### config.mk
export PLATFORM = sky130hd
export DESIGN_NAME = ilkb_full_key_builder
export DESIGN_NICKNAME = d
export VERILOG_FILES = /design/src/inc/ilkb_pkg.sv /design/src/core/ilkb_full_key_builder.sv
export SDC_FILE = /design/constraint.sdc
export NUM_CORES = 2
export LEC_CHECK = 0
export ABC_CLOCK_PERIOD_IN_PS = 2550
export BUFFER_PORTS_ARGS = -buffer_cell sky130_fd_sc_hd__buf_2
export CORE_AREA = 2 2 356 358
export CTS_CLUSTER_DIAMETER = 50
export DETAILED_ROUTE_END_ITERATION = 12
export DIE_AREA = 0 0 358 360
export PLACE_DENSITY_LB_ADDON = 0.15
export SYNTH_ARGS = -nofsm -noshare
export SYNTH_HDL_FRONTEND = slang
export SYNTH_SLANG_ARGS = --single-unit
### constraint.sdc
create_clock -name clk -period 2.55 [get_ports clk]
set_input_delay 0.51 -clock clk [delete_from_list [all_inputs] [get_ports clk]]
set_output_delay 0.51 -clock clk [all_outputs]
set_load 0.01 [all_outputs]
### src/inc/ilkb_pkg.sv
package ilkb_pkg;

   // key geometry
   localparam int KEY_W = 371;
   localparam int POS_TYPE = 0;
   localparam int POS_FIRST = 2;
   localparam int POS_PGRP = 3;
   localparam int POS_IGR = 11;
   localparam int POS_RSVD = 23;
   localparam int POS_HOST = 24;
   localparam int POS_MC = 25;
   localparam int POS_BC = 26;
   localparam int POS_TAGGED = 27;
   localparam int POS_VID = 28;
   localparam int POS_DEI = 40;
   localparam int POS_PCP = 41;
   localparam int POS_HOPNZ = 44;
   localparam int POS_TCLASS = 45;
   localparam int POS_DIP = 53;
   localparam int POS_SIP = 181;
   localparam int POS_ADDREQ = 309;
   localparam int POS_PROTO6 = 310;
   localparam int POS_DPORT = 311;
   localparam int POS_SPORT = 327;
   localparam int POS_RNG = 343;
   localparam int POS_PORTEQ = 351;
   localparam int POS_SEQZ = 352;
   localparam int POS_FLAGS = 353;
   localparam int POS_DOM = 359;
   localparam int POS_VER = 367;

   localparam int NUM_PORTS = 12;
   localparam int NUM_RNG = 8;
   localparam int MC_BIT = 40;

   // key type codes
   localparam logic [1:0] KT_L4 = 2'h0;
   localparam logic [1:0] KT_MISC = 2'h1;
   localparam logic [1:0] KT_CUSTOM = 2'h2;

   // protocol numbers and broadcast mac
   localparam logic [7:0] PROTO_TCP = 8'h06;
   localparam logic [7:0] PROTO_UDP = 8'h11;
   localparam logic [47:0] MAC_BCAST = 48'hffffffffffff;

   // range checker types
   localparam logic [2:0] RT_OFF = 3'h0;
   localparam logic [2:0] RT_SPORT = 3'h1;
   localparam logic [2:0] RT_DPORT = 3'h2;
   localparam logic [2:0] RT_EITHER = 3'h3;
   localparam logic [2:0] RT_VID = 3'h4;
   localparam logic [2:0] RT_DSCP = 3'h5;

   // apb map
   localparam logic [7:0] OFS_RNG_TYPE = 8'h00;
   localparam logic [7:0] OFS_RNG_BOUNDS = 8'h20;
   localparam logic [7:0] OFS_CTRL = 8'h40;
   localparam logic [7:0] OFS_KEY_COUNT = 8'h44;
   localparam logic CTRL_EN_RST = 1'b0;
   localparam int CTRL_EN_BIT = 0;

   typedef logic [KEY_W-1:0] ilkb_key_t;

   typedef struct packed {
      logic valid;
      logic first_lookup;
      logic [7:0] policy_group;
      logic [3:0] ingress_port;
      logic mac_ipv4_host_lookup;
      logic mac_ipv6_host_lookup;
      logic [47:0] dmac;
      logic [1:0] qtag_count;
      logic [11:0] vid;
      logic dei;
      logic [2:0] pcp;
      logic [5:0] dscp;
      logic [7:0] hop_limit;
      logic [7:0] traffic_class_field;
      logic [127:0] dest_ipv6_addr;
      logic [127:0] src_ipv6_addr;
      logic [7:0] next_header;
      logic [15:0] dest_port_field;
      logic [15:0] src_port_field;
      logic [31:0] tcp_seq;
      logic [5:0] tcp_flags;
      logic is_ptp;
      logic [3:0] ptp_msg_type;
      logic [7:0] ptp_flag_field;
      logic [7:0] ptp_domain_field;
      logic [3:0] ptp_version_field;
   } ilkb_frame_t;

   typedef struct packed {
      logic psel;
      logic penable;
      logic pwrite;
      logic [7:0] paddr;
      logic [31:0] pwdata;
   } ilkb_apb_req_t;

   typedef struct packed {
      logic [31:0] prdata;
      logic pready;
      logic pslverr;
   } ilkb_apb_rsp_t;

endpackage

### src/core/ilkb_full_key_builder.sv
// Behaviour
// RULE1: key type zero at bit 0
// RULE2: bit 2 high on first lookup
// RULE3: policy group copied at bit 3
// RULE4: one-hot ingress port mask at bit 11
// RULE5: programmer masks reserved bit 23
// RULE6: host lookup result at bit 24
// RULE7: multicast flag from dmac bit 40
// RULE8: broadcast flag on all-ones dmac
// RULE9: tagged flag when any q-tag present
// RULE10: classified vid, dei, pcp at 28/40/41
// RULE11: bit 44 when hop limit nonzero
// RULE12: traffic class and both addresses placed
// RULE13: bit 309 when addresses equal
// RULE14: bit 310 when next header is six
// RULE15: destination and source ports placed
// RULE16: eight-bit range match vector at 343
// RULE17: range types port, vid, dscp supported
// RULE18: bit 351 when ports equal
// RULE19: bit 352 seq zero or ptp type0
// RULE20: tcp flags at bits 353 to 358
// RULE21: ptp message type bits at 353-355
// RULE22: ptp flag bits at 356-358
// RULE23: ptp domain number at bit 359
// RULE24: ptp version at bit 367
module ilkb_full_key_builder (
   // clock and reset
   input wire logic clk,
   input wire logic reset_n,
   input wire logic ce,
   // frame descriptor
   input wire ilkb_pkg::ilkb_frame_t frm,
   // key out
   output ilkb_pkg::ilkb_key_t key,
   output logic key_valid,
   // apb
   input wire ilkb_pkg::ilkb_apb_req_t apb_req,
   output ilkb_pkg::ilkb_apb_rsp_t apb_rsp
);

   typedef struct packed {
      logic [ilkb_pkg::NUM_RNG-1:0][2:0] rng_type;
      logic [ilkb_pkg::NUM_RNG-1:0][31:0] rng_bounds;
      logic enable;
      logic [31:0] key_count;
      ilkb_pkg::ilkb_key_t key;
      logic key_valid;
      logic [31:0] prdata;
      logic pready;
      logic pslverr;
   } ilkb_state_t;

   ilkb_state_t q;
   ilkb_state_t d;

   function automatic logic in_range(input logic [15:0] v,
                                     input logic [31:0] bounds);
      in_range = (v >= bounds[15:0]) && (v <= bounds[31:16]);
   endfunction

   // range checkers
   logic [ilkb_pkg::NUM_RNG-1:0] rng_hit;
   always_comb begin
      for (int i = 0; i < ilkb_pkg::NUM_RNG; i++) begin
         unique case (q.rng_type[i]) // RULE16 RULE17
            ilkb_pkg::RT_SPORT:
               rng_hit[i] = in_range(frm.src_port_field, q.rng_bounds[i]);
            ilkb_pkg::RT_DPORT:
               rng_hit[i] = in_range(frm.dest_port_field, q.rng_bounds[i]);
            ilkb_pkg::RT_EITHER:
               rng_hit[i] = in_range(frm.src_port_field, q.rng_bounds[i])
                  || in_range(frm.dest_port_field, q.rng_bounds[i]);
            ilkb_pkg::RT_VID:
               rng_hit[i] = in_range({4'h0, frm.vid}, q.rng_bounds[i]);
            ilkb_pkg::RT_DSCP:
               rng_hit[i] = in_range({10'h000, frm.dscp}, q.rng_bounds[i]);
            default:
               rng_hit[i] = 1'b0;
         endcase
      end
   end

   // apb decode
   logic apb_access;
   logic apb_hit;
   logic apb_ro;
   logic [31:0] apb_rdata;
   logic [2:0] apb_idx;
   always_comb begin
      apb_access = apb_req.psel && apb_req.penable;
      apb_idx = apb_req.paddr[4:2];
      apb_hit = 1'b1;
      apb_ro = 1'b0;
      apb_rdata = 32'h0000_0000;
      if (apb_req.paddr[1:0] != 2'h0) begin
         apb_hit = 1'b0;
      end else if (apb_req.paddr[7:5] == ilkb_pkg::OFS_RNG_TYPE[7:5]) begin
         apb_rdata = {29'h0000_0000, q.rng_type[apb_idx]};
      end else if (apb_req.paddr[7:5] ==
                   ilkb_pkg::OFS_RNG_BOUNDS[7:5]) begin
         apb_rdata = q.rng_bounds[apb_idx];
      end else if (apb_req.paddr == ilkb_pkg::OFS_CTRL) begin
         apb_rdata = {31'h0000_0000, q.enable};
      end else if (apb_req.paddr == ilkb_pkg::OFS_KEY_COUNT) begin
         apb_rdata = q.key_count;
         apb_ro = 1'b1;
      end else begin
         apb_hit = 1'b0;
      end
   end

   // tcp and ptp over udp recognition
   logic is_tcp;
   logic is_ptp_udp;
   always_comb begin
      is_tcp = frm.next_header == ilkb_pkg::PROTO_TCP;
      is_ptp_udp = frm.is_ptp && (frm.next_header == ilkb_pkg::PROTO_UDP);
   end

   always_comb begin
      d = q;
      d.pready = 1'b0;
      d.pslverr = 1'b0;
      // one wait state, answer registered
      if (apb_access && !q.pready) begin
         d.pready = 1'b1;
         d.prdata = apb_req.pwrite ? 32'h0000_0000 : apb_rdata;
         d.pslverr = !apb_hit;
      end
      if (apb_access && q.pready && apb_req.pwrite && apb_hit && !apb_ro)
      begin
         if (apb_req.paddr[7:5] == ilkb_pkg::OFS_RNG_TYPE[7:5]) begin
            d.rng_type[apb_idx] = apb_req.pwdata[2:0];
         end else if (apb_req.paddr[7:5] ==
                      ilkb_pkg::OFS_RNG_BOUNDS[7:5]) begin
            d.rng_bounds[apb_idx] = apb_req.pwdata;
         end else begin
            d.enable = apb_req.pwdata[ilkb_pkg::CTRL_EN_BIT];
         end
      end

      d.key_valid = 1'b0;
      if (frm.valid && q.enable) begin
         d.key_valid = 1'b1;
         d.key_count = q.key_count + 32'h0000_0001;
         d.key = '0;
         d.key[ilkb_pkg::POS_TYPE +: 2] = ilkb_pkg::KT_L4; // RULE1
         d.key[ilkb_pkg::POS_FIRST] = frm.first_lookup; // RULE2
         d.key[ilkb_pkg::POS_PGRP +: 8] = frm.policy_group; // RULE3
         d.key[ilkb_pkg::POS_IGR +: ilkb_pkg::NUM_PORTS] =
            12'h001 << frm.ingress_port; // RULE4
         // reserved bit left low, entries mask it
         d.key[ilkb_pkg::POS_RSVD] = 1'b0; // RULE5
         d.key[ilkb_pkg::POS_HOST] = frm.mac_ipv4_host_lookup
            || frm.mac_ipv6_host_lookup; // RULE6
         d.key[ilkb_pkg::POS_MC] = frm.dmac[ilkb_pkg::MC_BIT]; // RULE7
         d.key[ilkb_pkg::POS_BC] = frm.dmac == ilkb_pkg::MAC_BCAST; // RULE8
         d.key[ilkb_pkg::POS_TAGGED] = frm.qtag_count != 2'h0; // RULE9
         d.key[ilkb_pkg::POS_VID +: 12] = frm.vid; // RULE10
         d.key[ilkb_pkg::POS_DEI] = frm.dei; // RULE10
         d.key[ilkb_pkg::POS_PCP +: 3] = frm.pcp; // RULE10
         d.key[ilkb_pkg::POS_HOPNZ] = frm.hop_limit != 8'h00; // RULE11
         d.key[ilkb_pkg::POS_TCLASS +: 8] = frm.traffic_class_field; // RULE12
         d.key[ilkb_pkg::POS_DIP +: 128] = frm.dest_ipv6_addr; // RULE12
         d.key[ilkb_pkg::POS_SIP +: 128] = frm.src_ipv6_addr; // RULE12
         d.key[ilkb_pkg::POS_ADDREQ] =
            frm.src_ipv6_addr == frm.dest_ipv6_addr; // RULE13
         d.key[ilkb_pkg::POS_PROTO6] = is_tcp; // RULE14
         d.key[ilkb_pkg::POS_DPORT +: 16] = frm.dest_port_field; // RULE15
         d.key[ilkb_pkg::POS_SPORT +: 16] = frm.src_port_field; // RULE15
         d.key[ilkb_pkg::POS_RNG +: ilkb_pkg::NUM_RNG] = rng_hit; // RULE16
         d.key[ilkb_pkg::POS_PORTEQ] =
            frm.src_port_field == frm.dest_port_field; // RULE18
         if (is_tcp) begin
            d.key[ilkb_pkg::POS_SEQZ] = frm.tcp_seq == 32'h0000_0000; // RULE19
            d.key[ilkb_pkg::POS_FLAGS +: 6] = frm.tcp_flags; // RULE20
         end else if (is_ptp_udp) begin
            d.key[ilkb_pkg::POS_SEQZ] = frm.ptp_msg_type[0]; // RULE19
            d.key[ilkb_pkg::POS_FLAGS +: 3] = frm.ptp_msg_type[3:1]; // RULE21
            d.key[ilkb_pkg::POS_FLAGS + 3] = frm.ptp_flag_field[1]; // RULE22
            d.key[ilkb_pkg::POS_FLAGS + 4] = frm.ptp_flag_field[2]; // RULE22
            d.key[ilkb_pkg::POS_FLAGS + 5] = frm.ptp_flag_field[7]; // RULE22
            d.key[ilkb_pkg::POS_DOM +: 8] = frm.ptp_domain_field; // RULE23
            d.key[ilkb_pkg::POS_VER +: 4] = frm.ptp_version_field; // RULE24
         end
      end
   end

   always_ff @(posedge clk) begin
      if (!reset_n) begin
         q <= '0;
         q.enable <= ilkb_pkg::CTRL_EN_RST;
      end else if (ce) begin
         q <= d;
      end
   end

   assign key = q.key;
   assign key_valid = q.key_valid;
   assign apb_rsp.prdata = q.prdata;
   assign apb_rsp.pready = q.pready;
   assign apb_rsp.pslverr = q.pslverr;

   // checks
   logic take;
   assign take = ce && frm.valid && q.enable;

   a_key_type_l4: assert property ( // RULE1
      @(posedge clk) disable iff (!reset_n)
      take |=> key_valid && key[1:0] == 2'h0)
      else $error("key type not zero");

   a_first_lookup_bit: assert property ( // RULE2
      @(posedge clk) disable iff (!reset_n)
      take |=> key[2] == $past(frm.first_lookup))
      else $error("lookup order bit wrong");

   a_policy_group_copy: assert property ( // RULE3
      @(posedge clk) disable iff (!reset_n)
      take |=> key[10:3] == $past(frm.policy_group))
      else $error("policy group wrong");

   a_ingress_onehot: assert property ( // RULE4
      @(posedge clk) disable iff (!reset_n)
      take && frm.ingress_port < 4'hc |=> $onehot(key[22:11])
         && key[11 + $past(frm.ingress_port)])
      else $error("ingress mask not one-hot on port");

   a_host_lookup_bit: assert property ( // RULE6
      @(posedge clk) disable iff (!reset_n)
      take |=> key[24] == ($past(frm.mac_ipv4_host_lookup)
         || $past(frm.mac_ipv6_host_lookup)))
      else $error("host lookup bit wrong");

   a_mcast_bcast_flags: assert property ( // RULE7 RULE8
      @(posedge clk) disable iff (!reset_n)
      take |=> key[25] == $past(frm.dmac[40])
         && key[26] == (&$past(frm.dmac)))
      else $error("cast flags wrong");

   a_tagged_vlan: assert property ( // RULE9 RULE10
      @(posedge clk) disable iff (!reset_n)
      take |=> key[27] == ($past(frm.qtag_count) != 2'h0)
         && key[43:28] == {$past(frm.pcp), $past(frm.dei), $past(frm.vid)})
      else $error("vlan fields wrong");

   a_l3_fields: assert property ( // RULE11 RULE12 RULE13 RULE14
      @(posedge clk) disable iff (!reset_n)
      take |=> key[44] == ($past(frm.hop_limit) != 8'h00)
         && key[180:53] == $past(frm.dest_ipv6_addr)
         && key[308:181] == $past(frm.src_ipv6_addr)
         && key[309] == ($past(frm.src_ipv6_addr)
            == $past(frm.dest_ipv6_addr))
         && key[310] == ($past(frm.next_header) == 8'h06))
      else $error("layer-3 fields wrong");

   a_l4_ports: assert property ( // RULE15 RULE18
      @(posedge clk) disable iff (!reset_n)
      take |=> key[342:311] == {$past(frm.src_port_field),
         $past(frm.dest_port_field)}
         && key[351] == (key[342:327] == key[326:311]))
      else $error("port fields wrong");

   a_range_off_quiet: assert property ( // RULE16 RULE17
      @(posedge clk) disable iff (!reset_n)
      take && q.rng_type[0] == 3'h0 |=> !key[343])
      else $error("disabled range checker matched");

   a_tcp_flags: assert property ( // RULE19 RULE20
      @(posedge clk) disable iff (!reset_n)
      take && frm.next_header == 8'h06 |=>
         key[358:353] == $past(frm.tcp_flags)
         && key[352] == ($past(frm.tcp_seq) == 32'h0000_0000)
         && key[370:359] == 12'h000)
      else $error("tcp flag bits wrong");

   a_ptp_fields: assert property ( // RULE21 RULE22 RULE23 RULE24
      @(posedge clk) disable iff (!reset_n)
      take && frm.is_ptp && frm.next_header == 8'h11 |=>
         key[355:352] == $past(frm.ptp_msg_type)
         && key[358:356] == {$past(frm.ptp_flag_field[7]),
            $past(frm.ptp_flag_field[2]), $past(frm.ptp_flag_field[1])}
         && key[366:359] == $past(frm.ptp_domain_field)
         && key[370:367] == $past(frm.ptp_version_field))
      else $error("ptp fields wrong");

   a_apb_one_wait: assert property (
      @(posedge clk) disable iff (!reset_n)
      ce && apb_req.psel && apb_req.penable && !apb_rsp.pready
         |=> apb_rsp.pready)
      else $error("apb answer late");

   a_tclass_copy: assert property ( // RULE12
      @(posedge clk) disable iff (!reset_n)
      take |=> key[52:45] == $past(frm.traffic_class_field))
      else $error("traffic class wrong");

   a_reserved_low: assert property ( // RULE5
      @(posedge clk) disable iff (!reset_n)
      take |=> !key[23])
      else $error("reserved key bit set");

   a_no_stray_key: assert property (
      @(posedge clk) disable iff (!reset_n)
      ce && !take |=> !key_valid)
      else $error("key valid without request");

   a_key_holds: assert property (
      @(posedge clk) disable iff (!reset_n)
      !take |=> $stable(key))
      else $error("key changed without request");

   a_range_sport: assert property ( // RULE16 RULE17
      @(posedge clk) disable iff (!reset_n)
      take && q.rng_type[1] == ilkb_pkg::RT_SPORT |=>
         key[344] == ($past(frm.src_port_field)
            >= $past(q.rng_bounds[1][15:0])
            && $past(frm.src_port_field)
            <= $past(q.rng_bounds[1][31:16])))
      else $error("source port range wrong");

   a_range_either: assert property ( // RULE16 RULE17
      @(posedge clk) disable iff (!reset_n)
      take && q.rng_type[3] == ilkb_pkg::RT_EITHER
         && frm.src_port_field >= q.rng_bounds[3][15:0]
         && frm.src_port_field <= q.rng_bounds[3][31:16] |=> key[346])
      else $error("either port range missed");

   a_range_vid: assert property ( // RULE17
      @(posedge clk) disable iff (!reset_n)
      take && q.rng_type[4] == ilkb_pkg::RT_VID |=>
         key[347] == ({4'h0, $past(frm.vid)}
            >= $past(q.rng_bounds[4][15:0])
            && {4'h0, $past(frm.vid)} <= $past(q.rng_bounds[4][31:16])))
      else $error("vid range wrong");

   a_plain_udp_tail: assert property ( // RULE19 RULE20
      @(posedge clk) disable iff (!reset_n)
      take && frm.next_header != ilkb_pkg::PROTO_TCP && !frm.is_ptp
         |=> key[370:352] == 19'h0_0000)
      else $error("plain udp tail not zero");

   a_count_step: assert property (
      @(posedge clk) disable iff (!reset_n)
      take |=> q.key_count == $past(q.key_count) + 32'h0000_0001)
      else $error("key count not stepped");

   a_count_read_only: assert property (
      @(posedge clk) disable iff (!reset_n)
      ce && !take && apb_req.psel && apb_req.penable && apb_req.pwrite
         && apb_req.paddr == ilkb_pkg::OFS_KEY_COUNT
         |=> $stable(q.key_count))
      else $error("key count written");

   a_pready_pulse: assert property (
      @(posedge clk) disable iff (!reset_n)
      ce && apb_rsp.pready |=> !apb_rsp.pready)
      else $error("pready stuck high");

   a_bad_addr_err: assert property (
      @(posedge clk) disable iff (!reset_n)
      ce && apb_req.psel && apb_req.penable && !apb_rsp.pready
         && apb_req.paddr[1:0] != 2'h0
         |=> apb_rsp.pslverr && apb_rsp.prdata == 32'h0000_0000)
      else $error("unaligned access not refused");

   a_ce_freeze: assert property (
      @(posedge clk) disable iff (!reset_n)
      !ce |=> $stable(key) && $stable(key_valid) && $stable(apb_rsp))
      else $error("state moved with enable low");

endmodule

==> out/summary.txt <==
outcome: completed
DR iter-0 viols: 5535
post-synthesis sequential area ratio: 27.5%
CP Cell Sequence: inv_2 > ha_1 > nor2b_1 > o211ai_1 > a21oi_1 > a2111oi_2 > buf_4 > o21ai_0 > buf_4 > a311oi_2 > o21ai_0 > a31oi_1
Slew Viols, Final: 0
Vias: 52100
slowest stage delay, CP: 0.34 ns
Worst-Skew Late Latency: 0.74 ns
core area: 125000 um^2
TritonRoute pass-1 iters: 5
Slowest cell on crit path: dfxtp_2
Main synth FF type: dfxtp_1
number of synthesized flops with an enable pin: 0
Routed WL per cell: 31.6 um
Worst Tran Pin Value: 0.918 ns
WP buf/inv: 3
Num CTS Buffers: 108
Peak VDD IR: 0.559 mV
clock tree from TritonCTS: yes
Starting Density: 41.7%
root buf cell: clkbuf_16
worst-path fanout max: 2
final WL: 285000 um
Max-cap violations: 0
H-tree Lvls: 3
IO buf count: 906
Tmin final: 2.54 ns
routed vias/inst: 5.79
Worst Skew: 0.0311 ns
final core utilization: 51.9%
Mapped Area: 52100 um^2
# DRC: 0
DIE AREA: 129000 um^2
Cells after DPL: 8758
worst path required time: 3.21 ns
area of the multi-input gates: 32800 um^2
max frequency: 393 MHz
Core Rows: 130
unrepaired setup endpoints after global routing: true
Die Y: 360 um
Synth area leaders: dfxtp_1 (27%), ha_1 (19%), nand2_1 (9.5%), a21boi_0 (7.8%), buf_4 (6.2%)
P_leak: 26.8 nW
CP Launch Type: register
clock-pin slew on the worst setup and hold paths: 0.06 ns
Filler cells: 12000
Nets: 8548
Worst setup EP type: register
FF/Latch Area: 14300 um^2
ys async rst share: 0%
area leader, netlist: dfxtp_1
top cell type's share of synthesized area: 27.5%
Mapped Avg Cell Area: 8.36 um^2
Synth Warn #: 0
Boundary Pins: 915
Layout Cells excl Fill: 9005
Yosys reg bits: 716
antenna violations before repair: 50
DP HPWL: 233000 um
Fin. Hold Viols: 0
routability cong.: 1.06
global-route wire length before repair: 385000 um
power per cell area: 493 nW/um^2
final period utilization: 99.8%
layout cells sized above 1: 25.9%
Tot GR Track Use: 42.6%
most numerous cell in the Yosys netlist: nand2_1
GR Overflow Total: 0
Hold Crit Class: input pin to register
area grow syn2layout: 24.4%
die width: 358 um
Mapped Cells: 6234
largest net degree at the start of global routing: 142
crit-path leading delay family: compound AO/OA/AOI/OAI gates
CTS Buffer Depth: 3
WHS: 0.0401 ns
Setup violations, final: 0
Commonest cells post-synth: nand2_1 (1325), ha_1 (801), dfxtp_1 (716)
critical path class: register to register
Total Power: 0.0320 W
clock sink count: 716
antenna-violating nets left: 0
Yosys cell types: 70
Crit path arrival time: 3.20 ns
relative slew slack: 38.2%
vias in the first global route: 49200
sequential cells by signal, indices dropped and copies added (netlist names):
name,flops
key,368
apb_rsp,34
key_valid,1
q,313
routing by layer:
metal / routed length (um) / track usage, % / up-vias / share of wire, %
li1: - / - / 23600 / -
met2: 120000 / 63.2 / 2496 / 42
met1: 112000 / 52.8 / 25300 / 39
met3: 26200 / 10.2 / 702 / 9.2
met5: 198 / 0.491 / - / 0.070
met4: 26100 / 33.0 / 18 / 9.2
final timing paths:
kind	from	to	slack [ns]	depth (start not counted)
worst max-delay path	q[680]	key[350]	0.006	12
worst min-delay path	frm[456]	key[6]	0.04	3
worst max register to register	q[680]	key[350]	0.006	12
worst min register to register	key[113]	key[113]	0.46	2
tightest hold or removal path: cells and delay by family:
family / cells / cell delay, ns
AO/OA/AOI/OAI: 1 / 0.07
buffers and inverters: 1 / 0.10
AND/OR/NAND/NOR: 1 / 0.05
final cells by class:
class,instances,share of cell area (%)
multi-input cells,4563,50.6
diodes,25,0.0965
inverters,262,1.53
well taps,1650,3.18
repair buffers,1587,16.4
clock inverters,69,1.51
flip-flops and latches,716,22.1
clock buffers,133,4.55
stage by stage:
stage	worst slack [ns]	TNS, ns	instance area, um^2
after floorplan	-0.0107	-0.0107	52100
after global placement	-0.688	-55.90	60400
after detailed placement	-0.647	-61.73	60400
after CTS	-0.0162	-0.0162	64600
after global routing	-0.111	-0.131	64800
final	0.00573	0	64800
logic make-up (layout without fill, tap and decap cells):
logic type                 Yosys count  in the layout  share of synthesized area, %
AOI/OAI and AO/OA                 1390           1390                          18.4
xor gates and xnor gates           168            168                          2.82
adders and majority gates          801            801                          19.2
buffers and inverters              957           2051                          10.1
DFF                                716            716                          27.5
muxes                              114            114                          3.92
other                                1             28                       0.00719
and+or+nand+nor                   2087           2087                          18.0
cells in the final DEF, fill, tap and decap left out, types with 16 or more instances in the layout:
cell type / n
buf_2: 903
inv_1: 252
buf_12: 73
a211oi_1: 53
nor4_1: 65
nand4_1: 160
xnor2_1: 100
nor2b_1: 105
clkbuf_16: 109
nor3_1: 53
and4_1: 23
dlygate4sd3_1: 16
mux2i_1: 42
a21o_1: 100
a22oi_1: 32
nand2b_1: 40
dfxtp_1: 713
nor2_1: 128
diode_2: 25
o211ai_1: 40
nand3_1: 66
a21boi_1: 79
buf_4: 592
xor2_1: 68
mux4_2: 72
ha_1: 799
o21ai_0: 166
a21boi_0: 543
o2111ai_1: 20
and2_1: 38
a21oi_1: 210
nand2_1: 1325
report_power, final:
| part | internal (W) | switching, W | total, W |
|---|---|---|---|
| registers | 0.0112 | 0.00000106 | 0.0112 |
| clock network | 0.00993 | 0.00642 | 0.0163 |
| logic | 0.00186 | 0.00258 | 0.00444 |
| total | 0.0230 | 0.00900 | 0.0320 |
repair_timing:
action / in CTS / in global routing
pin swaps: 7 / 28
setup endpoints to repair: 5 / 10
endpoints found under the hold margin: 16 / 0
resized for setup: 26 / 50
buffers inserted: 0 / 4
hold buffers: 16 / 0
No activity file was read; power rests on OpenSTA's default activity.
